**config.mk**
```make
export PLATFORM = sky130hd
export DESIGN_NAME = host_bus_parity_config
export DESIGN_NICKNAME = d
export VERILOG_FILES = /design/src/host_bus_parity_config.v /design/src/parity_fifo.v
export VERILOG_INCLUDE_DIRS = /design/src
export SDC_FILE = /design/constraint.sdc
export NUM_CORES = 1
export LEC_CHECK = 0
export BUFFER_PORTS_ARGS = -buffer_cell sky130_fd_sc_hd__buf_2
export CORE_MARGIN = 4
export CORE_UTILIZATION = 45
export CTS_CLUSTER_DIAMETER = 200
export DETAILED_ROUTE_END_ITERATION = 7
export GPL_TIMING_DRIVEN = 0
export PLACE_DENSITY_LB_ADDON = 0.12
export SLEW_MARGIN = 15
export SYNTH_ARGS = -nofsm -noshare
export SYNTH_HDL_FRONTEND = slang
export SYNTH_SLANG_ARGS = --single-unit
export TNS_END_PERCENT = 5
```
**constraint.sdc**
```tcl
create_clock -name core_clk -period 3 [get_ports core_clk]
set_clock_uncertainty 0.15 [all_clocks]
set_input_delay 0.45 -clock core_clk [delete_from_list [all_inputs] [get_ports core_clk]]
set_output_delay 0.45 -clock core_clk [all_outputs]
set_load 0.005 [all_outputs]
```
**src/host_bus_parity_consts.vh**
```
// Constants for the host bus and parity block
`ifndef HOST_BUS_PARITY_CONSTS_VH
`define HOST_BUS_PARITY_CONSTS_VH

// ------------------------------------------------------------
// Bus configuration modes
// ------------------------------------------------------------
`define MODE_SINGLE_8 2'h0
`define MODE_SINGLE_16 2'h1
`define MODE_DUAL_MUX 2'h2
`define MODE_DUAL_PLAIN 2'h3

// ------------------------------------------------------------
// Control bit positions
// ------------------------------------------------------------
`define CFG1_PARITY_CHECK_BIT 4
`define CFG1_TEST_PARITY_BIT 5
`define CFG2_DMA_PARITY_BIT 0
`define CFG2_REG_PARITY_BIT 1
`define CFG2_BAD_PARITY_ABORT_BIT 2
`define CFG2_BYTE_CONTROL_BIT 5
`define STATUS_PARITY_ERROR_BIT 5

// ------------------------------------------------------------
// Register address and FIFO
// ------------------------------------------------------------
`define FIFO_REG_ADDR 4'h2
`define FIFO_DEPTH 32
`define FIFO_WIDTH 9
`define FIFO_PTR_W 5
`define FIFO_CNT_W 6

// ------------------------------------------------------------
// Byte select encodings
// ------------------------------------------------------------
`define BSEL_LOW 2'h0
`define BSEL_NONE 2'h1
`define BSEL_BOTH 2'h2
`define BSEL_HIGH 2'h3

`endif

```
**src/host_bus_parity_config.v**
```verilog
// Host bus configuration, parity generation and checking around the data FIFO
`timescale 1ns/1ps
`include "host_bus_parity_consts.vh"
module host_bus_parity_config (
    // Clock and reset
    input wire core_clk,
    input wire rst,
    // Mode straps
    input wire mode_strap_high,
    input wire mode_strap_low,
    // Configuration bits
    input wire [7:0] config_one,
    input wire [7:0] config_two,
    input wire target_role,
    // Processor port
    input wire chip_select_n,
    input wire read_strobe_n,
    input wire write_strobe_n,
    input wire [3:0] register_addr_pins,
    input wire [7:0] proc_bus_in,
    output reg [7:0] proc_bus_out,
    output wire proc_bus_oe_n,
    // DMA / shared host data bus
    input wire dma_ack_n,
    input wire dma_read_strobe_n,
    input wire byte_select_high,
    input wire byte_select_low,
    input wire [15:0] host_data_bus_in,
    output reg [15:0] host_data_bus_out,
    output wire host_data_bus_oe_n,
    input wire host_parity_low_in,
    output reg host_parity_low,
    input wire host_parity_high_in,
    output reg host_parity_high,
    output wire host_parity_oe_n,
    // SCSI side byte stream
    input wire scsi_in_valid,
    output wire scsi_in_ready,
    input wire [7:0] scsi_data_in,
    input wire scsi_parity_line_in,
    output wire scsi_out_valid,
    input wire scsi_out_ready,
    output reg [7:0] scsi_data_out,
    output reg scsi_parity_line,
    // Command status
    input wire receive_cmd_active,
    input wire ack_release_req,
    output wire ack_release_ok,
    output reg atn_assert,
    output reg parity_error,
    output reg clear_command,
    output reg receive_abort,
    output reg [1:0] bus_mode,
    output wire [`FIFO_CNT_W-1:0] fifo_count,
    output reg [3:0] latched_addr
);

    // ------------------------------------------------------------
    // Pin synchronisers: three stages, change taken when 2 and 3 agree
    // ------------------------------------------------------------
    localparam NSYNC = 6;
    wire [NSYNC-1:0] raw_pins;
    reg [NSYNC-1:0] sync_a;
    reg [NSYNC-1:0] sync_b;
    reg [NSYNC-1:0] sync_c;
    reg [NSYNC-1:0] pin_state;
    assign raw_pins = {register_addr_pins[3], register_addr_pins[2], chip_select_n,
                       read_strobe_n, write_strobe_n, dma_ack_n};
    genvar gi;
    generate
        for (gi = 0; gi < NSYNC; gi = gi + 1) begin : g_sync
            always @(posedge core_clk) begin
                if (rst) begin
                    sync_a[gi] <= 1'b1;
                    sync_b[gi] <= 1'b1;
                    sync_c[gi] <= 1'b1;
                    pin_state[gi] <= 1'b1;
                end else begin
                    sync_a[gi] <= raw_pins[gi];
                    sync_b[gi] <= sync_a[gi];
                    sync_c[gi] <= sync_b[gi];
                    if (sync_b[gi] == sync_c[gi]) begin
                        pin_state[gi] <= sync_c[gi];
                    end
                end
            end
        end
    endgenerate
    wire ack_n_s = pin_state[0];
    wire wr_n_s = pin_state[1];
    wire rd_n_s = pin_state[2];
    wire cs_n_s = pin_state[3];
    wire dma_read_strobe_n_n_s = pin_state[4];
    wire ale_s = pin_state[5];
    reg cs_n_d;
    reg ack_n_d;
    reg wr_n_d;
    reg ale_d;
    reg dma_read_strobe_n_n_d;

    // ------------------------------------------------------------
    // Strap capture and mode decode
    // ------------------------------------------------------------
    // Straps are static, so one sample after reset suffices
    reg strap_taken;
    always @(posedge core_clk) begin
        if (rst) begin
            bus_mode <= `MODE_SINGLE_8;
            strap_taken <= 1'b0;
        end else if (!strap_taken) begin
            bus_mode <= {mode_strap_high, mode_strap_low};
            strap_taken <= 1'b1;
        end
    end
    wire single_bus = (bus_mode == `MODE_SINGLE_8) || (bus_mode == `MODE_SINGLE_16);
    wire mux_mode = (bus_mode == `MODE_DUAL_MUX);
    wire wide_dma = (bus_mode != `MODE_SINGLE_8);
    wire parity_check_en = config_one[`CFG1_PARITY_CHECK_BIT];
    wire test_parity = config_one[`CFG1_TEST_PARITY_BIT];
    wire dma_parity_en = config_two[`CFG2_DMA_PARITY_BIT];
    wire reg_parity_en = config_two[`CFG2_REG_PARITY_BIT] && single_bus;
    wire abort_en = config_two[`CFG2_BAD_PARITY_ABORT_BIT];
    wire byte_ctl = config_two[`CFG2_BYTE_CONTROL_BIT] && mux_mode;
    wire out_check_en = dma_parity_en | reg_parity_en;

    // Odd parity generator: bit makes total ones odd
    function odd_par;
        input [7:0] d;
        begin
            odd_par = ~(^d);
        end
    endfunction

    // ------------------------------------------------------------
    // Address latch and access decode
    // ------------------------------------------------------------
    always @(posedge core_clk) begin
        if (rst) begin
            cs_n_d <= 1'b1;
            ack_n_d <= 1'b1;
            wr_n_d <= 1'b1;
            ale_d <= 1'b0;
            dma_read_strobe_n_n_d <= 1'b1;
            latched_addr <= 4'h0;
        end else begin
            cs_n_d <= cs_n_s;
            ack_n_d <= ack_n_s;
            wr_n_d <= wr_n_s;
            ale_d <= ale_s;
            dma_read_strobe_n_n_d <= dma_read_strobe_n_n_s;
            if (mux_mode) begin
                if (ale_d && !ale_s) begin
                    latched_addr <= proc_bus_in[3:0];
                end
            end else if (cs_n_d && !cs_n_s) begin
                latched_addr <= register_addr_pins;
            end
        end
    end
    wire fifo_addr = (latched_addr == `FIFO_REG_ADDR);
    wire proc_rd = !cs_n_s && !rd_n_s;
    wire proc_wr_edge = !cs_n_s && wr_n_d && !wr_n_s;
    // Single-bus modes ignore acknowledge while chip select is low; dual modes do not check select
    wire dma_active = !ack_n_s && (!single_bus || cs_n_s);
    wire dma_wr_edge = dma_active && wr_n_d && !wr_n_s;
    // A DMA write also drops acknowledge, so outside the dual mux mode only a high write strobe reads
    wire dma_rd_edge = mux_mode ? (dma_active && dma_read_strobe_n_n_d && !dma_read_strobe_n_n_s) : (ack_n_d && !ack_n_s && wr_n_s);
    wire [1:0] bsel = byte_ctl ? {byte_select_high, byte_select_low} : `BSEL_BOTH;
    wire dma_lo = !wide_dma || (bsel == `BSEL_LOW) || (bsel == `BSEL_BOTH);
    wire dma_hi = wide_dma && ((bsel == `BSEL_HIGH) || (bsel == `BSEL_BOTH));

    // ------------------------------------------------------------
    // FIFO fill path: SCSI, processor and DMA writers
    // ------------------------------------------------------------
    reg [8:0] pend_hi;
    reg pend_hi_valid;
    reg [8:0] next_fill_data;
    reg next_fill_valid;
    wire fill_ready;
    wire [8:0] drain_data;
    wire drain_valid;
    wire drain_ready;
    wire scsi_in_bad = parity_check_en && (odd_par(scsi_data_in) != scsi_parity_line_in);
    wire [7:0] proc_bus_sel = single_bus ? host_data_bus_in[7:0] : proc_bus_in;
    wire reg_par_bit = reg_parity_en ? host_parity_low_in : odd_par(proc_bus_sel);
    wire dma_par_lo = dma_parity_en ? host_parity_low_in : odd_par(host_data_bus_in[7:0]);
    wire dma_par_hi = dma_parity_en ? host_parity_high_in : odd_par(host_data_bus_in[15:8]);
    assign scsi_in_ready = fill_ready && !pend_hi_valid && !proc_wr_edge && !dma_wr_edge;

    // One writer per cycle: DMA first, then processor, then SCSI
    always @* begin
        next_fill_valid = 1'b0;
        next_fill_data = 9'h000;
        if (pend_hi_valid) begin
            next_fill_valid = 1'b1;
            next_fill_data = pend_hi;
        end else if (dma_wr_edge && (dma_lo || dma_hi)) begin
            next_fill_valid = 1'b1;
            next_fill_data = dma_lo ? {dma_par_lo, host_data_bus_in[7:0]}
                                    : {dma_par_hi, host_data_bus_in[15:8]};
        end else if (proc_wr_edge && fifo_addr) begin
            next_fill_valid = 1'b1;
            next_fill_data = {reg_par_bit, proc_bus_sel};
        end else if (scsi_in_valid) begin
            next_fill_valid = 1'b1;
            next_fill_data = {parity_check_en ? scsi_parity_line_in : odd_par(scsi_data_in),
                              scsi_data_in};
        end
    end

    // A 16-bit DMA word parks its high byte here until the FIFO is ready
    always @(posedge core_clk) begin
        if (rst) begin
            pend_hi <= 9'h000;
            pend_hi_valid <= 1'b0;
        end else if (pend_hi_valid) begin
            if (fill_ready) begin
                pend_hi_valid <= 1'b0;
            end
        end else if (dma_wr_edge && dma_lo && dma_hi) begin
            pend_hi <= {dma_par_hi, host_data_bus_in[15:8]};
            pend_hi_valid <= 1'b1;
        end
    end

    parity_fifo #(
        .WIDTH(`FIFO_WIDTH),
        .DEPTH(`FIFO_DEPTH),
        .PTR_W(`FIFO_PTR_W)
    ) u_fifo (
        .core_clk(core_clk),
        .rst(rst),
        .in_valid(next_fill_valid),
        .in_ready(fill_ready),
        .in_data(next_fill_data),
        .out_valid(drain_valid),
        .out_ready(drain_ready),
        .out_data(drain_data),
        .count(fifo_count)
    );

    // ------------------------------------------------------------
    // FIFO drain: SCSI output or host reads
    // ------------------------------------------------------------
    // Host reads win over the SCSI drain for the same byte
    wire host_take = drain_valid && ((dma_rd_edge && dma_active) || (proc_rd && fifo_addr && cs_n_d));
    wire scsi_take = drain_valid && scsi_out_ready && !host_take && !receive_cmd_active;
    assign drain_ready = host_take || scsi_take;
    assign scsi_out_valid = drain_valid && !host_take && !receive_cmd_active;
    wire scsi_out_bad = out_check_en && (odd_par(drain_data[7:0]) != drain_data[8]);

    // The outgoing byte lands in its register the cycle after the take
    always @(posedge core_clk) begin
        if (rst) begin
            scsi_data_out <= 8'h00;
            scsi_parity_line <= 1'b1;
        end else if (scsi_take) begin
            scsi_data_out <= drain_data[7:0];
            scsi_parity_line <= test_parity ? drain_data[7] : drain_data[8];
        end
    end

    // Host read data: stored parity unless test mode copies the data bit
    always @(posedge core_clk) begin
        if (rst) begin
            host_data_bus_out <= 16'h0000;
            host_parity_low <= 1'b0;
            host_parity_high <= 1'b0;
            proc_bus_out <= 8'h00;
        end else if (host_take) begin
            host_data_bus_out <= {8'h00, drain_data[7:0]};
            proc_bus_out <= drain_data[7:0];
            host_parity_low <= test_parity ? drain_data[7] : drain_data[8];
            host_parity_high <= test_parity ? 1'b0 : 1'b1;
        end else if (proc_rd && !fifo_addr) begin
            host_parity_low <= 1'b0;
        end
    end
    // Modes 0, 1 and 3 drive during acknowledge; only the dual mux mode uses the separate read strobe
    // In modes 0, 1 and 3 a low write strobe means the host owns the bus, so stay off it
    assign host_data_bus_oe_n = !((!ack_n_s && wr_n_s && (bus_mode == `MODE_SINGLE_8 || !mux_mode))
                                  || (mux_mode && !dma_read_strobe_n_n_s && !ack_n_s)
                                  || (single_bus && proc_rd));
    assign host_parity_oe_n = host_data_bus_oe_n;
    assign proc_bus_oe_n = !(!single_bus && proc_rd);

    // ------------------------------------------------------------
    // Parity error handling
    // ------------------------------------------------------------
    // Only a byte that is really accepted can raise an inbound error
    wire in_err = scsi_in_valid && scsi_in_ready && fill_ready && scsi_in_bad;
    wire out_err = scsi_take && scsi_out_bad;
    wire any_err = in_err || out_err;
    // Release is held back in the very cycle an error is seen
    assign ack_release_ok = ack_release_req && !any_err;
    // Error and attention flags are sticky until reset; clear and abort are one-cycle pulses
    always @(posedge core_clk) begin
        if (rst) begin
            parity_error <= 1'b0;
            atn_assert <= 1'b0;
            clear_command <= 1'b0;
            receive_abort <= 1'b0;
        end else begin
            clear_command <= 1'b0;
            receive_abort <= 1'b0;
            if (any_err) begin
                parity_error <= 1'b1;
                if (target_role) begin
                    clear_command <= 1'b1;
                    receive_abort <= abort_en && in_err && receive_cmd_active;
                end else begin
                    atn_assert <= 1'b1;
                end
            end
        end
    end
endmodule // host_bus_parity_config

```
**src/parity_fifo.v**
```verilog
// Parity-carrying data FIFO with valid/ready on both sides
`timescale 1ns/1ps
module parity_fifo #(
    parameter WIDTH = 9,
    parameter DEPTH = 32,
    parameter PTR_W = 5
) (
    // Clock and reset
    input wire core_clk,
    input wire rst,
    // Fill side
    input wire in_valid,
    output wire in_ready,
    input wire [WIDTH-1:0] in_data,
    // Drain side
    output wire out_valid,
    input wire out_ready,
    output reg [WIDTH-1:0] out_data,
    // Fill level
    output reg [PTR_W:0] count
);
    reg [WIDTH-1:0] mem [0:DEPTH-1];
    reg [PTR_W-1:0] wr_ptr;
    reg [PTR_W-1:0] rd_ptr;
    reg [PTR_W:0] mem_count;
    reg out_full;
    wire push;
    wire pop_mem;
    wire take;

    // Output register counts as one slot so full is honest
    assign in_ready = (count < DEPTH[PTR_W:0]);
    assign out_valid = out_full;
    assign push = in_valid & in_ready;
    assign take = out_full & out_ready;
    assign pop_mem = (mem_count != {(PTR_W+1){1'b0}}) & (~out_full | take);

    always @(posedge core_clk) begin
        if (push) begin
            mem[wr_ptr] <= in_data;
        end
    end

    always @(posedge core_clk) begin
        if (rst) begin
            wr_ptr <= {PTR_W{1'b0}};
            rd_ptr <= {PTR_W{1'b0}};
            mem_count <= {(PTR_W+1){1'b0}};
            out_full <= 1'b0;
            out_data <= {WIDTH{1'b0}};
            count <= {(PTR_W+1){1'b0}};
        end else begin
            if (push) begin
                wr_ptr <= wr_ptr + 1'b1;
            end
            if (pop_mem) begin
                rd_ptr <= rd_ptr + 1'b1;
                out_data <= mem[rd_ptr];
                out_full <= 1'b1;
            end else if (take) begin
                out_full <= 1'b0;
            end
            mem_count <= mem_count + {{PTR_W{1'b0}}, push} - {{PTR_W{1'b0}}, pop_mem};
            count <= count + {{PTR_W{1'b0}}, push} - {{PTR_W{1'b0}}, take};
        end
    end
endmodule // parity_fifo
```
==> run_results.csv <==
group,metric,value,unit
drt,wl_per_cell,22.6,um
clock_network,htreeDepth,2,
clock_network,clock_sinks,389,
timing,rsz0062_at_grt,"true",
power_and_ir_drop,max-vdd-ir-drop,0.473,mV
timing,worst_pin_slew,0.925,ns
timing,hold_viol,0,
setup_path,crit_arrival,3.34,ns
cells_and_area,final_cell_mix,"edfxtp_1, buf_2, dfxtp_1",
setup_path,crit_chain,"nor4b_4, nand3_2, o21a_1, nand4b_1, buf_6, nand2_4, ha_4, inv_2, ha_4, fa_2, a21oi_2, nor2_1, nor2_1, xor2_1, nor2_1",
cells_and_area,insertedDiodeCount,0,
yosys,synthDistinctLibCells,62,
yosys,yosysWarnings,0,
yosys,avgSynthCellArea,15.6,sq um
placed_design,dp_cells,1615,
setup_path,cp_data_required_time,3.24,ns
grt,first_global_vias,9310,
power_and_ir_drop,power_density,778,nW/um^2
die,start_util,45.6,%
grt,antenna_found_initial,0,
timing,fin_crit,3.10,ns
drt,dr_wl_met3,2530,um
timing,layout_setup_ws,-0.0984,ns
yosys,synth_seq_cells,389,
setup_path,worstSetupPathType,"register to register",
grt,grt_pass1_wl,57700,um
drt,vias_per_cell,5.42,
cells_and_area,final_util,54.7,%
placed_design,numPortBuffers,107,
die,rows,69,
cells_and_area,syn_to_final_growth,20.0,%
die,fp.dieH,198,um
yosys,async_flop_share,0,%
power_and_ir_drop,p_leak,6.80,nW
hold_path,hold_depth,2,
setup_path,r2r_cells,15,
die,die_w,198,um
placed_design,pre_cts_slack,-0.454,ns
die,io_pins,128,
setup_path,cp_slowest_cell,"nor4b_4",
clock_network,numCtsBuffers,42,
grt,grt_max_degree,33,
drt,dr.max_layer_used,"met4",
clock_network,cts_tree,"yes",
drt,route.met2.wl,19100,um
yosys,netlist_instances,1039,
drt,drt_wl_total,39000,um
yosys,netlist_area,16200,sq um
timing,clock.fmax,0.323,GHz
timing,finalCritPeriodShare,103,%
drt,detail-route-antenna-nets,0,
grt,overflow,0,
setup_path,crit_top_cell,"nor2_1",
clock_network,clockBufferDepth,3,
setup_path,cp-end-kind,"register",
placed_design,gp_congestion,0.840,
clock_network,clk_latency,0.53,ns
setup_path,worst_path_largest_cell_delay,0.41,ns
cells_and_area,drive_above_1_share,33.2,%
outcome,failed_checks,"setup timing",
clock_network,cts.clk_slew.worst_paths,0.06,ns
timing,final-setup-viol-count,4,
run,maxCapViolations,0,
hold_path,hp-class,"input port to register",
die,core-area,35500,sq um
cells_and_area,final_common_cell,"edfxtp_1",
die,die_area,39000,sq um
yosys,seq_area_frac_synth,66.0,%
drt,firstDrtPassIters,5,
setup_path,critPathMaxFanout,8,
drt,first_iter_violations,543,
cells_and_area,stdcell_count,1721,
yosys,synth_ff_type,"edfxtp_1",
setup_path,start_kind,"register",
outcome,status,"complete, but fails checks",
cells_and_area,num-nets-final,1319,
timing,slew_headroom,38.3,%
yosys,synth_edf_count,288,
clock_network,root_buffer,"clkbuf_16",
drt,met1_length,16700,um
timing,fin_setup_tns,-0.214,ns
drt,drc_errors,0,
placed_design,dp_hpwl,26000,um
drt,route.vias.total,9336,
timing,maxSlewViolCount,0,
grt,grt_use_total,19.5,%
sequential cells by signal (all words and copies together), names as in the netlist, 2 cells and up:
| signal | count |
|---|---|
| u_fifo.wr_ptr | 5 |
| sync_a | 6 |
| sync_b | 6 |
| u_fifo.mem | 288 |
| u_fifo.rd_ptr | 5 |
| bus_mode | 2 |
| u_fifo.count | 6 |
| proc_bus_out | 8 |
| scsi_data_out | 8 |
| pend_hi | 9 |
| sync_c | 6 |
| u_fifo.mem_count | 6 |
| latched_addr | 4 |
| u_fifo.out_data | 9 |
critical path: cells and delay by family (launching register included):
| kind | cells | cell delay (ns) |
|---|---|---|
| XOR/XNOR | 1 | 0.15 |
| adder cells (fa/ha/maj) | 3 | 0.75 |
| flip-flops | 1 | 0.36 |
| buffers and inverters | 2 | 0.21 |
| AO/OA/AOI/OAI | 2 | 0.31 |
| AND/OR/NAND/NOR | 7 | 1.03 |
final cells by class:
type | instances | area [sq um]
multi-input combinational | 565 | 5520
sequential | 389 | 10700
buffer | 65 | 392
clock inverter | 15 | 123
fill | 2838 | 16100
tap | 461 | 577
clock buffer | 62 | 1210
inverter | 26 | 103
timing repair buffer | 138 | 803
stage by stage:
step / area, sq um / total power, mW / hold slack [ns]
after CTS: 18900 / 15.1 / 0.00399
final: 19400 / 15.1 / 0.0312
after global routing: 19400 / 15.8 / 0.0170
after floorplan: 16200 / 8.94 / 0.239
after detailed placement: 17400 / 10.0 / 0.248
after global placement: 17400 / 10.0 / 0.246
timing repair:
action | CTS | global route
setup buffers | 1 | 23
pin swaps | 3 | 21
endpoints found under the hold margin | 5 | 1
gates resized for setup | 34 | 77
setup endpoints to repair | 554 | 578
hold buffers | 5 | 1
cloned | 0 | 1
routing by layer:
metal	up-vias	track usage (%)
met3	48	2.95
met4	0	4.23
met2	289	32.6
met5	-	0
li1	4298	-
met1	4701	27.4
power by group:
part | internal (mW) | leakage [nW] | total [mW] | switching (mW)
combinational | 1.90 | 2.69 | 3.90 | 2.00
sequential | 6.02 | 3.46 | 6.22 | 0.199
clock | 2.96 | 0.646 | 4.98 | 2.02
worst paths after layout:
kind	start	endpoint	slack, ns
max reg2reg	latched_addr[2]	u_fifo.count[4]	-0.1
min	dma_ack_n	sync_a[0]	0.03
min reg2reg	sync_a[3]	sync_b[3]	0.26
max	latched_addr[2]	u_fifo.count[4]	-0.1
synthesized netlist by cell type, types with 21 or more instances:
master	count	area, sq um
a21oi_1	35	175
xnor2_1	37	324
or2_2	23	144
nor2_1	116	435
nand2_1	43	161
o21ai_0	21	105
mux4_2	81	1820
mux2i_1	49	490
dfxtp_1	101	2020
clkbuf_1	28	105
edfxtp_1	288	8650
inv_1	25	93.8
kinds of logic (layout without fill, tap and decap cells):
group / count (synthesis) / count (layout) / synth area share, %
buf+inv: 93 / 306 / 2.99
fa+ha+maj: 21 / 21 / 1.72
compound gates: 123 / 124 / 5.15
other cells: 1 / 8 / 0.0232
mux: 138 / 138 / 14.9
xor+xnor: 49 / 49 / 2.74
flops: 389 / 389 / 66.0
simple gates: 225 / 225 / 6.52
No activity file was read; power rests on OpenSTA's default activity.
